## src/design/spc_pkg.sv

```systemverilog
package spc_pkg;

    // Register byte offsets, one aligned word each
    localparam logic [7:0] SPC_OFS_LEVEL1 = 8'h00;
    localparam logic [7:0] SPC_OFS_SELECT = 8'h04;
    localparam logic [7:0] SPC_OFS_LEVEL2 = 8'h08;
    localparam logic [7:0] SPC_OFS_DBL_FACTOR = 8'h0C;
    localparam logic [7:0] SPC_OFS_RED_FREQ = 8'h10;
    localparam logic [7:0] SPC_OFS_OV_SEL = 8'h14;
    localparam logic [7:0] SPC_OFS_OL_DELAY = 8'h18;
    localparam logic [7:0] SPC_OFS_CMP_SEL = 8'h1C;
    localparam logic [7:0] SPC_OFS_CTRL = 8'h20;
    localparam logic [7:0] SPC_OFS_FAST_LIMIT = 8'h24;
    localparam logic [7:0] SPC_OFS_SEC_FMAX = 8'h28;
    localparam logic [7:0] SPC_OFS_STATUS = 8'h2C;
    localparam logic [7:0] SPC_OFS_INT_STAT = 8'h30;
    localparam logic [7:0] SPC_OFS_INT_MASK = 8'h34;

    // Levels in 0.1 % of rated current, frequencies in 0.01 Hz
    localparam logic [15:0] SPC_CODE_OFF = 16'h270F;
    localparam logic [15:0] SPC_LEVEL_MAX = 16'h0FA0;
    localparam logic [15:0] SPC_CLAMP_LD = 16'h05DC;
    localparam logic [15:0] SPC_CLAMP_ND = 16'h07D0;
    localparam logic [15:0] SPC_FACTOR_MAX = 16'h00C8;
    localparam logic [15:0] SPC_FREQ_MAX = 16'hE678;
    localparam logic [15:0] SPC_DELAY_MAX = 16'h00FA;
    localparam logic [15:0] SPC_SEL_MAX = 16'h001F;
    localparam logic [15:0] SPC_SEL_ALT0 = 16'h0064;
    localparam logic [15:0] SPC_SEL_ALT1 = 16'h0065;
    localparam logic [15:0] SPC_OV_PASS = 16'h0001;
    localparam logic [15:0] SPC_OV_SUPPRESS = 16'h000B;

    // Values after reset
    localparam logic [15:0] SPC_RST_LEVEL1 = 16'h05DC;
    localparam logic [15:0] SPC_RST_SELECT = 16'h0000;
    localparam logic [15:0] SPC_RST_LEVEL2 = 16'h270F;
    localparam logic [15:0] SPC_RST_FACTOR = 16'h270F;
    localparam logic [15:0] SPC_RST_RED_GR1 = 16'h1770;
    localparam logic [15:0] SPC_RST_RED_GR2 = 16'h1388;
    localparam logic [15:0] SPC_RST_OV_SEL = 16'h0001;
    localparam logic [15:0] SPC_RST_DELAY = 16'h0000;
    localparam logic [15:0] SPC_RST_FAST = 16'h06A4;
    localparam logic [15:0] SPC_RST_SEC_FMAX = 16'h0000;

    // Warning delay step is 0.1 s; cycles at 5 ns
    localparam int SPC_DELAY_STEP_MS = 100;
    localparam int SPC_CLK_PERIOD_NS = 5;
    localparam int SPC_STEP_CYCLES = SPC_DELAY_STEP_MS * 1000000 / SPC_CLK_PERIOD_NS;

    // Drive phase reported by the speed ramp
    typedef enum logic [1:0] {SPC_PH_STOP, SPC_PH_ACCEL, SPC_PH_CONST, SPC_PH_DECEL} spc_phase_t;

    // Frequency action asked of the speed ramp
    typedef enum logic [1:0] {SPC_FA_NONE, SPC_FA_HOLD, SPC_FA_DECEL} spc_action_t;

    // Measurements sampled every control cycle
    typedef struct packed {
        logic [15:0] out_current;
        logic [15:0] torque_current;
        logic [15:0] out_freq;
        spc_phase_t phase;
    } spc_meas_t;

    // Control word: bit0 normal duty, bits 2:1 control method (0 = V/F)
    typedef struct packed {
        logic [12:0] unused;
        logic [1:0] ctrl_method;
        logic normal_duty_rating;
    } spc_ctrl_t;

endpackage

```

## src/design/spc_stall_ctrl.sv

```systemverilog
// Operation
// - Compare current to level, lower frequency when exceeded
// - Primary level 0.1-400%, reset 150%, zero disables
// - Clamp level to 150% light, 200% normal duty
// - Accel/const decelerate, decel holds frequency
// - Overload warning asserted while stall prevention operates
// - Warning after 0-25 s delay, 9999 suppresses
// - Second level replaces primary on select input
// - Above rated frequency reduce level by factor
// - Reduction starts at programmable 0-590 Hz frequency
// - Setting 11 suppresses overvoltage protection during stall
// - Compare select picks output or torque current
// - Function select accepts 0-31, 100, 101
// - Fast limit exceeded shuts output off
// - Vector control methods keep function inactive
// - Second function restricts active frequency range
// - Select bits disable fast limit and phases; bit 4 enables warning-stop
//
// The AHB-Lite register port and the register addresses were chosen for this implementation.
module spc_stall_ctrl import spc_pkg::*; #(
    parameter int STEP_CYCLES = SPC_STEP_CYCLES,
    parameter bit INIT_GROUP2 = 1'b0
) (
    input wire logic hclk,
    input wire logic hresetn,
    input wire logic hsel,
    input wire logic [31:0] haddr,
    input wire logic [1:0] htrans,
    input wire logic hwrite,
    input wire logic [2:0] hsize,
    input wire logic [31:0] hwdata,
    input wire logic hready,
    output logic [31:0] hrdata,
    output logic hreadyout,
    output logic hresp,
    input wire spc_meas_t meas,
    input wire logic second_set_select,
    output spc_action_t freq_action,
    output logic output_shutoff,
    output logic overload_warning_out,
    output logic ov_suppress,
    output logic stop_request,
    output logic irq
);

    if (STEP_CYCLES < 1 || STEP_CYCLES > 33554432) begin // Step counter is 25 bits
        $error("STEP_CYCLES must lie between one and the step counter range");
    end

    ////////////////////////////////////////////////////////////////////////////
    // Bus slave

    logic [15:0] level1_r, select_r, level2_r, factor_r, red_freq_r;
    logic [15:0] ov_sel_r, delay_r, fast_r, sec_fmax_r;
    logic cmp_sel_r;
    spc_ctrl_t ctrl_r;
    logic [2:0] int_stat_r, int_mask_r;
    logic wr_pend_r; // Write data phase pending
    logic [7:0] wr_addr_r; // Latched write offset
    logic [31:0] rd_word; // Read mux
    logic [15:0] wd; // Write data, low half
    logic addr_ok;
    logic [2:0] ev; // Events: stall start, fast trip, warning start

    assign wd = hwdata[15:0];
    assign addr_ok = hsel && hready && htrans[1];

    // Zero wait, always OKAY
    always_ff @(posedge hclk or negedge hresetn) begin
        if (!hresetn) begin
            hreadyout <= 1'b0;
            hresp <= 1'b0;
        end else begin
            hreadyout <= 1'b1;
            hresp <= 1'b0;
        end
    end

    // Latch write address phase
    always_ff @(posedge hclk or negedge hresetn) begin
        if (!hresetn) begin
            wr_pend_r <= 1'b0;
            wr_addr_r <= 8'h00;
        end else begin
            wr_pend_r <= addr_ok && hwrite;
            if (addr_ok && hwrite) wr_addr_r <= haddr[7:0];
        end
    end

    // Writes land at end of data phase; out-of-range codes are ignored, but compare select, control and mask writes keep only their low bits
    always_ff @(posedge hclk or negedge hresetn) begin
        if (!hresetn) begin
            level1_r <= SPC_RST_LEVEL1;
            select_r <= SPC_RST_SELECT;
            level2_r <= SPC_RST_LEVEL2;
            factor_r <= SPC_RST_FACTOR;
            red_freq_r <= INIT_GROUP2 ? SPC_RST_RED_GR2 : SPC_RST_RED_GR1;
            ov_sel_r <= SPC_RST_OV_SEL;
            delay_r <= SPC_RST_DELAY;
            cmp_sel_r <= 1'b0;
            ctrl_r <= '0;
            fast_r <= SPC_RST_FAST;
            sec_fmax_r <= SPC_RST_SEC_FMAX;
            int_mask_r <= 3'h0;
        end else if (wr_pend_r) begin
            unique case (wr_addr_r)
                SPC_OFS_LEVEL1: if (wd <= SPC_LEVEL_MAX) level1_r <= wd;
                SPC_OFS_SELECT: begin
                    if (wd <= SPC_SEL_MAX || wd == SPC_SEL_ALT0 || wd == SPC_SEL_ALT1)
                        select_r <= wd;
                end
                SPC_OFS_LEVEL2: begin
                    if (wd <= SPC_LEVEL_MAX || wd == SPC_CODE_OFF) level2_r <= wd;
                end
                SPC_OFS_DBL_FACTOR: begin
                    if (wd <= SPC_FACTOR_MAX || wd == SPC_CODE_OFF) factor_r <= wd;
                end
                SPC_OFS_RED_FREQ: if (wd <= SPC_FREQ_MAX) red_freq_r <= wd;
                SPC_OFS_OV_SEL: begin
                    if (wd == SPC_OV_PASS || wd == SPC_OV_SUPPRESS) ov_sel_r <= wd;
                end
                SPC_OFS_OL_DELAY: begin
                    if (wd <= SPC_DELAY_MAX || wd == SPC_CODE_OFF) delay_r <= wd;
                end
                SPC_OFS_CMP_SEL: cmp_sel_r <= hwdata[0];
                SPC_OFS_CTRL: ctrl_r <= {13'h0000, wd[2:0]};
                SPC_OFS_FAST_LIMIT: if (wd <= SPC_LEVEL_MAX) fast_r <= wd;
                SPC_OFS_SEC_FMAX: if (wd <= SPC_FREQ_MAX) sec_fmax_r <= wd;
                SPC_OFS_INT_MASK: int_mask_r <= hwdata[2:0];
                default: ;
            endcase
        end
    end

    // Sticky events; a new event wins over a write-one clear
    always_ff @(posedge hclk or negedge hresetn) begin
        if (!hresetn) begin
            int_stat_r <= 3'h0;
        end else if (wr_pend_r && wr_addr_r == SPC_OFS_INT_STAT) begin
            int_stat_r <= (int_stat_r & ~hwdata[2:0]) | ev;
        end else begin
            int_stat_r <= int_stat_r | ev;
        end
    end

    ////////////////////////////////////////////////////////////////////////////
    // Pin synchroniser for the second-set select

    logic [2:0] sss_sync_r; // Three-stage chain
    logic sss_r; // Accepted level

    // Only stages two and three are compared
    always_ff @(posedge hclk or negedge hresetn) begin
        if (!hresetn) begin
            sss_sync_r <= 3'h0;
            sss_r <= 1'b0;
        end else begin
            sss_sync_r <= {sss_sync_r[1:0], second_set_select};
            if (sss_sync_r[1] == sss_sync_r[2]) sss_r <= sss_sync_r[2];
        end
    end

    ////////////////////////////////////////////////////////////////////////////
    // Level selection and comparison

    logic [15:0] lvl_pick, lvl_eff, cur;
    logic lvl_off, method_ok, phase_ok, over, fast_over;
    logic [25:0] cur_x, lvl_x;
    logic sec_act;

    // Second set only acts within its frequency window
    assign sec_act = sss_r && (sec_fmax_r == 16'h0000 || meas.out_freq <= sec_fmax_r);

    // Pick level; zero in the chosen set disables the comparison
    always_comb begin
        lvl_pick = level1_r;
        if (sec_act && level2_r != SPC_CODE_OFF) lvl_pick = level2_r;
        lvl_off = (level1_r == 16'h0000) || (lvl_pick == 16'h0000);
    end

    // Duty-rating clamp applied after selection
    always_comb begin
        lvl_eff = lvl_pick;
        if (!ctrl_r.normal_duty_rating && lvl_pick > SPC_CLAMP_LD) lvl_eff = SPC_CLAMP_LD;
        if (ctrl_r.normal_duty_rating && lvl_pick > SPC_CLAMP_ND) lvl_eff = SPC_CLAMP_ND;
    end

    assign cur = cmp_sel_r ? meas.torque_current : meas.out_current;

    // Reduction avoids a divider: cross-multiplied at 1x, mid band, 2x start
    always_comb begin
        cur_x = 26'({10'h000, cur} * 26'd100);
        lvl_x = 26'({10'h000, lvl_eff} * 26'd100);
        if (factor_r != SPC_CODE_OFF && meas.out_freq > red_freq_r) begin
            if ({1'b0, meas.out_freq} >= {red_freq_r, 1'b0}) begin
                lvl_x = 26'({10'h000, lvl_eff} * {10'h000, factor_r});
            end else begin
                cur_x = 26'({10'h000, cur} * 26'd200);
                lvl_x = 26'({10'h000, lvl_eff} * 26'({10'h000, factor_r} + 26'd100));
            end
        end
        over = (cur_x > lvl_x) && !lvl_off;
        // Factor code 9999 disables the function from twice the start frequency
        if (factor_r == SPC_CODE_OFF && {1'b0, meas.out_freq} >= {red_freq_r, 1'b0})
            over = 1'b0;
    end

    assign method_ok = (ctrl_r.ctrl_method == 2'b00);
    assign fast_over = method_ok && !select_r[0] && (meas.out_current > fast_r);

    // Phase masks; codes 100 and 101 keep accel, const and decel enabled
    always_comb begin
        phase_ok = 1'b0;
        unique case (meas.phase)
            SPC_PH_ACCEL: phase_ok = (select_r > SPC_SEL_MAX) || !select_r[1];
            SPC_PH_CONST: phase_ok = (select_r > SPC_SEL_MAX) || !select_r[2];
            SPC_PH_DECEL: phase_ok = (select_r > SPC_SEL_MAX) || !select_r[3];
            SPC_PH_STOP: phase_ok = 1'b0;
        endcase
    end

    ////////////////////////////////////////////////////////////////////////////
    // Stall action and warning timing

    logic stall_r; // Stall prevention operating
    logic [24:0] step_cnt_r; // Cycles within one delay step
    logic [15:0] steps_r; // Elapsed delay steps
    logic warn_nxt;

    // Registered comparison each control cycle
    always_ff @(posedge hclk or negedge hresetn) begin
        if (!hresetn) begin
            stall_r <= 1'b0;
        end else begin
            stall_r <= over && phase_ok && method_ok;
        end
    end

    // Ramp command per phase
    always_ff @(posedge hclk or negedge hresetn) begin
        if (!hresetn) begin
            freq_action <= SPC_FA_NONE;
        end else if (!(over && phase_ok && method_ok)) begin
            freq_action <= SPC_FA_NONE;
        end else if (meas.phase == SPC_PH_DECEL) begin
            freq_action <= SPC_FA_HOLD;
        end else begin
            freq_action <= SPC_FA_DECEL;
        end
    end

    // Delay counter restarts each time stall prevention starts
    always_ff @(posedge hclk or negedge hresetn) begin
        if (!hresetn) begin
            step_cnt_r <= '0;
            steps_r <= 16'h0000;
        end else if (!stall_r) begin
            step_cnt_r <= '0;
            steps_r <= 16'h0000;
        end else if (step_cnt_r == 25'(STEP_CYCLES - 1)) begin
            step_cnt_r <= '0;
            if (steps_r != 16'hFFFF) steps_r <= steps_r + 16'h0001;
        end else begin
            step_cnt_r <= step_cnt_r + 25'd1;
        end
    end

    assign warn_nxt = stall_r && delay_r != SPC_CODE_OFF && steps_r >= delay_r;

    // Outputs straight from flops
    always_ff @(posedge hclk or negedge hresetn) begin
        if (!hresetn) begin
            overload_warning_out <= 1'b0;
            output_shutoff <= 1'b0;
            ov_suppress <= 1'b0;
            stop_request <= 1'b0;
            irq <= 1'b0;
        end else begin
            overload_warning_out <= warn_nxt;
            output_shutoff <= fast_over;
            ov_suppress <= stall_r && ov_sel_r == SPC_OV_SUPPRESS;
            // Stop on warning only for the 16-weight codes
            stop_request <= warn_nxt && select_r <= SPC_SEL_MAX && select_r[4];
            irq <= |(int_stat_r & int_mask_r);
        end
    end

    // Event edges for status
    assign ev = {warn_nxt && !overload_warning_out, fast_over && !output_shutoff,
                 over && phase_ok && method_ok && !stall_r};

    ////////////////////////////////////////////////////////////////////////////
    // Read path; a register still in its write data phase reads zero

    always_comb begin
        rd_word = 32'h0000_0000;
        unique case (haddr[7:0])
            SPC_OFS_LEVEL1: rd_word = {16'h0000, level1_r};
            SPC_OFS_SELECT: rd_word = {16'h0000, select_r};
            SPC_OFS_LEVEL2: rd_word = {16'h0000, level2_r};
            SPC_OFS_DBL_FACTOR: rd_word = {16'h0000, factor_r};
            SPC_OFS_RED_FREQ: rd_word = {16'h0000, red_freq_r};
            SPC_OFS_OV_SEL: rd_word = {16'h0000, ov_sel_r};
            SPC_OFS_OL_DELAY: rd_word = {16'h0000, delay_r};
            SPC_OFS_CMP_SEL: rd_word = {31'h0, cmp_sel_r};
            SPC_OFS_CTRL: rd_word = {16'h0000, ctrl_r};
            SPC_OFS_FAST_LIMIT: rd_word = {16'h0000, fast_r};
            SPC_OFS_SEC_FMAX: rd_word = {16'h0000, sec_fmax_r};
            SPC_OFS_STATUS: rd_word = {26'h0, sss_r, ov_suppress, stop_request,
                                       output_shutoff, overload_warning_out, stall_r};
            SPC_OFS_INT_STAT: rd_word = {29'h0, int_stat_r};
            SPC_OFS_INT_MASK: rd_word = {29'h0, int_mask_r};
            default: rd_word = 32'h0000_0000;
        endcase
    end

    // Captured at the address phase; a back-to-back read of a just-written
    // register would otherwise see the old value, so refuse it to the bus
    always_ff @(posedge hclk or negedge hresetn) begin
        if (!hresetn) begin
            hrdata <= 32'h0000_0000;
        end else if (addr_ok && !hwrite) begin
            hrdata <= (wr_pend_r && wr_addr_r == haddr[7:0]) ? 32'h0000_0000 : rd_word;
        end
    end

    ////////////////////////////////////////////////////////////////////////////
    // Assertions

    a_level_clamp_ld: assert property (@(posedge hclk) disable iff (!hresetn)
        !ctrl_r.normal_duty_rating |-> lvl_eff <= SPC_CLAMP_LD)
        else $error("level above light duty clamp");
    a_level_clamp_nd: assert property (@(posedge hclk) disable iff (!hresetn)
        lvl_eff <= SPC_CLAMP_ND)
        else $error("level above normal duty clamp");
    a_zero_level_off: assert property (@(posedge hclk) disable iff (!hresetn)
        level1_r == 16'h0000 |=> !stall_r)
        else $error("stall with zero level");
    a_vector_inact: assert property (@(posedge hclk) disable iff (!hresetn)
        ctrl_r.ctrl_method != 2'b00 |=> !stall_r && !output_shutoff)
        else $error("active under vector control");
    a_decel_holds: assert property (@(posedge hclk) disable iff (!hresetn)
        over && phase_ok && method_ok && meas.phase == SPC_PH_DECEL |=> freq_action == SPC_FA_HOLD)
        else $error("decel phase not held");
    a_accel_decel: assert property (@(posedge hclk) disable iff (!hresetn)
        over && phase_ok && method_ok && meas.phase != SPC_PH_DECEL |=> freq_action == SPC_FA_DECEL)
        else $error("no decel on stall");
    a_warn_needs_stall: assert property (@(posedge hclk) disable iff (!hresetn)
        overload_warning_out |-> $past(stall_r))
        else $error("warning without stall");
    a_warn_zero_delay: assert property (@(posedge hclk) disable iff (!hresetn)
        delay_r == 16'h0000 && stall_r |=> overload_warning_out)
        else $error("zero delay warning late");
    a_warn_suppress: assert property (@(posedge hclk) disable iff (!hresetn)
        delay_r == SPC_CODE_OFF |=> !overload_warning_out)
        else $error("suppressed warning shown");
    a_fast_shutoff: assert property (@(posedge hclk) disable iff (!hresetn)
        select_r[0] && $stable(select_r) |=> !output_shutoff)
        else $error("shutoff while fast limit disabled");
    a_ov_suppress: assert property (@(posedge hclk) disable iff (!hresetn)
        ov_suppress |-> $past(stall_r) && $past(ov_sel_r) == SPC_OV_SUPPRESS)
        else $error("ov suppress without cause");

    c_stall_decel: cover property (@(posedge hclk) disable iff (!hresetn)
        freq_action == SPC_FA_DECEL);
    c_warn_delayed: cover property (@(posedge hclk) disable iff (!hresetn)
        overload_warning_out && delay_r != 16'h0000);
    c_fast_trip: cover property (@(posedge hclk) disable iff (!hresetn) output_shutoff);
    c_second_set: cover property (@(posedge hclk) disable iff (!hresetn) stall_r && sec_act);

endmodule
```

## config.mk

```make
export PLATFORM = sky130hd
export DESIGN_NAME = spc_stall_ctrl
export DESIGN_NICKNAME = d
export VERILOG_FILES = /design/src/design/spc_pkg.sv /design/src/design/spc_stall_ctrl.sv
export SDC_FILE = /design/constraint.sdc
export NUM_CORES = 2
export LEC_CHECK = 0
export BUFFER_PORTS_ARGS = -buffer_cell sky130_fd_sc_hd__buf_2
export CAP_MARGIN = 10
export CORE_MARGIN = 1.5
export CORE_UTILIZATION = 52
export DETAILED_ROUTE_END_ITERATION = 7
export PLACE_DENSITY = 0.69
export SYNTH_ARGS = -nofsm -noshare
export SYNTH_HDL_FRONTEND = slang
export SYNTH_SLANG_ARGS = --single-unit
```

## constraint.sdc

```tcl
create_clock -name hclk -period 12.2 [get_ports hclk]
set_input_delay 2.44 -clock hclk [delete_from_list [all_inputs] [get_ports hclk]]
set_output_delay 2.44 -clock hclk [all_outputs]
set_load 0.03 [all_outputs]
```

==> results.json <==
{
  "outcome": "complete, no violations",
  "synthFlopType": "dfrtp_1",
  "firstDrtPassIters": 7,
  "holdWs_ns": 0.3552,
  "ios": 166,
  "grt_pass1_vias": 26136,
  "leakage_nw": 18.69,
  "grt_usage_pct": 28.22,
  "overflow": 0,
  "p_per_area_mw_per_mm2": 129.8,
  "drt-initial-drc-count": 1940,
  "path_buf_inv": 8,
  "vias_per_cell": 5.461,
  "clk_latency_ns": 0.53,
  "syn_avg_cell_area_um2": 9.132,
  "seq_area_frac_synth_pct": 18.53,
  "dp.cells": 4580,
  "grt_max_degree": 95,
  "maxCapViolCount": 0,
  "rows": 90,
  "cts_tree": "yes",
  "synth-simple-area-share_pct": 15.24,
  "fmax_mhz": 84.77,
  "fin_crit_sh_pct": 96.69,
  "synth_compound_area_share_pct": 9.676,
  "io_buffers": 104,
  "post-place-ws_ns": -0.4467,
  "ir_drop_mv": 0.1407,
  "wirelength_um": 86170,
  "cts-hold-fix-buffers": 0,
  "cpMostUsedCell": "fa_1",
  "final_hold_viol_count": 0,
  "die_x_um": 249.9,
  "clk_pin_slew_worst_paths_ns": 0.06,
  "grt_pass1_wl_um": 138900,
  "slew_violations": 0,
  "setup_tns_ns": 0,
  "core_area_mm2": 0.06036,
  "nets": 4698,
  "synthTopCellsByCount": "inv_1 (623), nand2_1 (393), fa_1 (388)",
  "drc": 0,
  "cp-start-kind": "input pin",
  "routabilityCongestion": 0.9463,
  "synth_top_area_share_pct": 24.50,
  "synthArstFlopShare_pct": 100.0,
  "synth_fa_ha_area_share_pct": 38.70,
  "initial_utilization_pct": 52.53,
  "slew_headroom_pct": 10.19,
  "worst_clock_skew_ns": 0.02358,
  "fin_cells": 4628,
  "drive_above_1_share_pct": 14.00,
  "utilization_pct": 59.50,
  "critical_path_class": "input pin to register",
  "ys_ff_latch": 233,
  "synth_top_area_cell": "fa_1",
  "synthMuxAreaShare_pct": 4.510,
  "worstHoldPathType": "register to register",
  "finalPower_mw": 4.661,
  "hpwlAfterDp_um": 69540,
  "worst_slew_pin_slew_ns": 1.342,
  "syn_area_mm2": 0.03171,
  "clockBufferDepth": 3,
  "critPathMaxFanout": 6,
  "fin_ws_ns": 0.4034,
  "detail-route-antenna-nets": 0,
  "synth.most_common_cell": "inv_1",
  "critPathCaptureType": "register",
  "vias": 25275,
  "path_delay_family": "adder cells",
  "synthTopCellsByArea": "fa_1 (24%), dfrtp_1 (16%), ha_1 (14%)",
  "cts_buffers": 24,
  "synth_cell_types": 88,
  "die_h_um": 249.9,
  "postLayoutCellArea_mm2": 0.03592,
  "layout_min_cycle_time_ns": 11.80,
  "crit_arrival_ns": 12.20,
  "worstPathRequired_ns": 12.60,
  "synth_edf_count": 0,
  "cp_slowest_cell": "fa_1",
  "synth_top_family_by_area": "adder cells",
  "syn_inst": 3472,
  "finalSetupViolations": 0,
  "max_stage_delay_ns": 0.54,
  "cts-root-buf": "clkbuf_16",
  "yosys_warnings": 0,
  "antenna_found_initial": 3,
  "wl_per_cell_um": 18.62,
  "cts_sinks": 233,
  "dieArea_mm2": 0.06247,
  "area_growth_pct": 13.27,
  "htree_levels": 1,
  "synth_xor_area_share_pct": 3.950,
  "placed_area_mm2": 0.03493
}
## final timing paths
check	from	end	slack, ns	cells after the start
setup / recovery	meas[12]	int_stat_r[0]	0.40	41
hold / removal	sss_sync_r[0]	sss_sync_r[1]	0.36	0
setup reg to reg	sec_fmax_r[9]	int_stat_r[0]	1.92	41
hold reg to reg	sss_sync_r[0]	sss_sync_r[1]	0.36	0
max in group asynchronous	hresetn	level1_r[14]	8.01	3
min in group asynchronous	hresetn	step_cnt_r[11]	1.91	1
## placed cells by master, fill, tap and decap left out, types with 8 or more instances in the layout
cell type  count
mux2_2        93
fa_1         388
nand2_1      393
and3_1        26
dfrtp_1      197
a21o_1        56
nand4_1       40
a22oi_1       32
or4_1          9
mux2i_1       36
or3_1         14
clkbuf_16     24
nor2b_1       60
buf_4        214
nor2_1       163
dfstp_2       36
a21oi_1       92
ha_1         359
nand3_1       49
and2_1       123
xnor2_1       80
a31oi_1       26
nor3_1        29
o21ai_0       83
a221oi_1      10
nor4_1        26
inv_1        623
buf_2        104
a222oi_1      20
xor2_1        56
o211ai_1       9
a22o_1        12
o31ai_1        8
conb_1       150
nand3b_1       8
nand2b_1      15
o21a_1        19
## kinds of logic (layout without fill, tap and decap cells)
| group | after synthesis | in the layout |
|---|---|---|
| xor gates and xnor gates | 139 | 139 |
| DFF | 233 | 233 |
| other | 2 | 152 |
| adders and majority gates | 748 | 748 |
| buffers and inverters | 773 | 997 |
| and+or+nand+nor | 998 | 998 |
| muxes | 130 | 130 |
| AOI/OAI and AO/OA | 449 | 449 |
## timing repair
action | 4_1_cts | 5_1_grt
endpoints found under the hold margin | 0 | 0
buffers inserted | 0 | 1
resized for setup | 0 | 20
endpoints found under the setup margin | 0 | 4
## metal layers
| metal | routed length, um | part of all wire, % | vias up | track usage [%] |
|---|---|---|---|---|
| li1 | - | - | 11831 | - |
| met1 | 37190 | 43 | 12355 | 38.50 |
| met2 | 39550 | 46 | 893 | 46.53 |
| met3 | 5805 | 6.7 | 194 | 3.129 |
| met4 | 3601 | 4.2 | 2 | 10.27 |
| met5 | 18 | 0.021 | - | 0 |
## layout make-up
cell class                 count  area [um^2]
fill                        5378        24440
multi-input combinational   2614        23530
sequential                   233         5876
inverter                     627         2356
timing repair buffer         326         2273
tap                          782        978.4
clock buffer                  33        674.4
clock inverter                11        221.5
antenna                        2        5.005
## worst register-to-register path: cells and delay by family (launching register included)
kind	cells	cell delay [ns]
simple gates	8	1.80
flops	1	0.44
fa+ha+maj	9	3.55
buf+inv	8	1.07
xor+xnor	1	0.11
compound gates	15	3.16
## sequential cells by signal, summed over array words and instances, names as in the netlist, 2 cells and up
name	flops
wr_addr_r	8
steps_r	16
int_stat_r	3
fast_r	16
freq_action	2
sss_sync_r	3
level1_r	16
red_freq_r	16
ov_sel_r	16
ctrl_r	3
step_cnt_r	25
level2_r	16
sec_fmax_r	16
int_mask_r	3
hrdata	16
select_r	16
factor_r	16
delay_r	16
## power breakdown
group	total (mW)	internal (mW)	leakage, nW	switching [mW]
clock network	0.825	0.515	0.430	0.310
logic	2.99	1.35	15.3	1.65
registers	0.844	0.803	2.91	0.0405
Note: power is estimated with default switching activity, not from simulation.
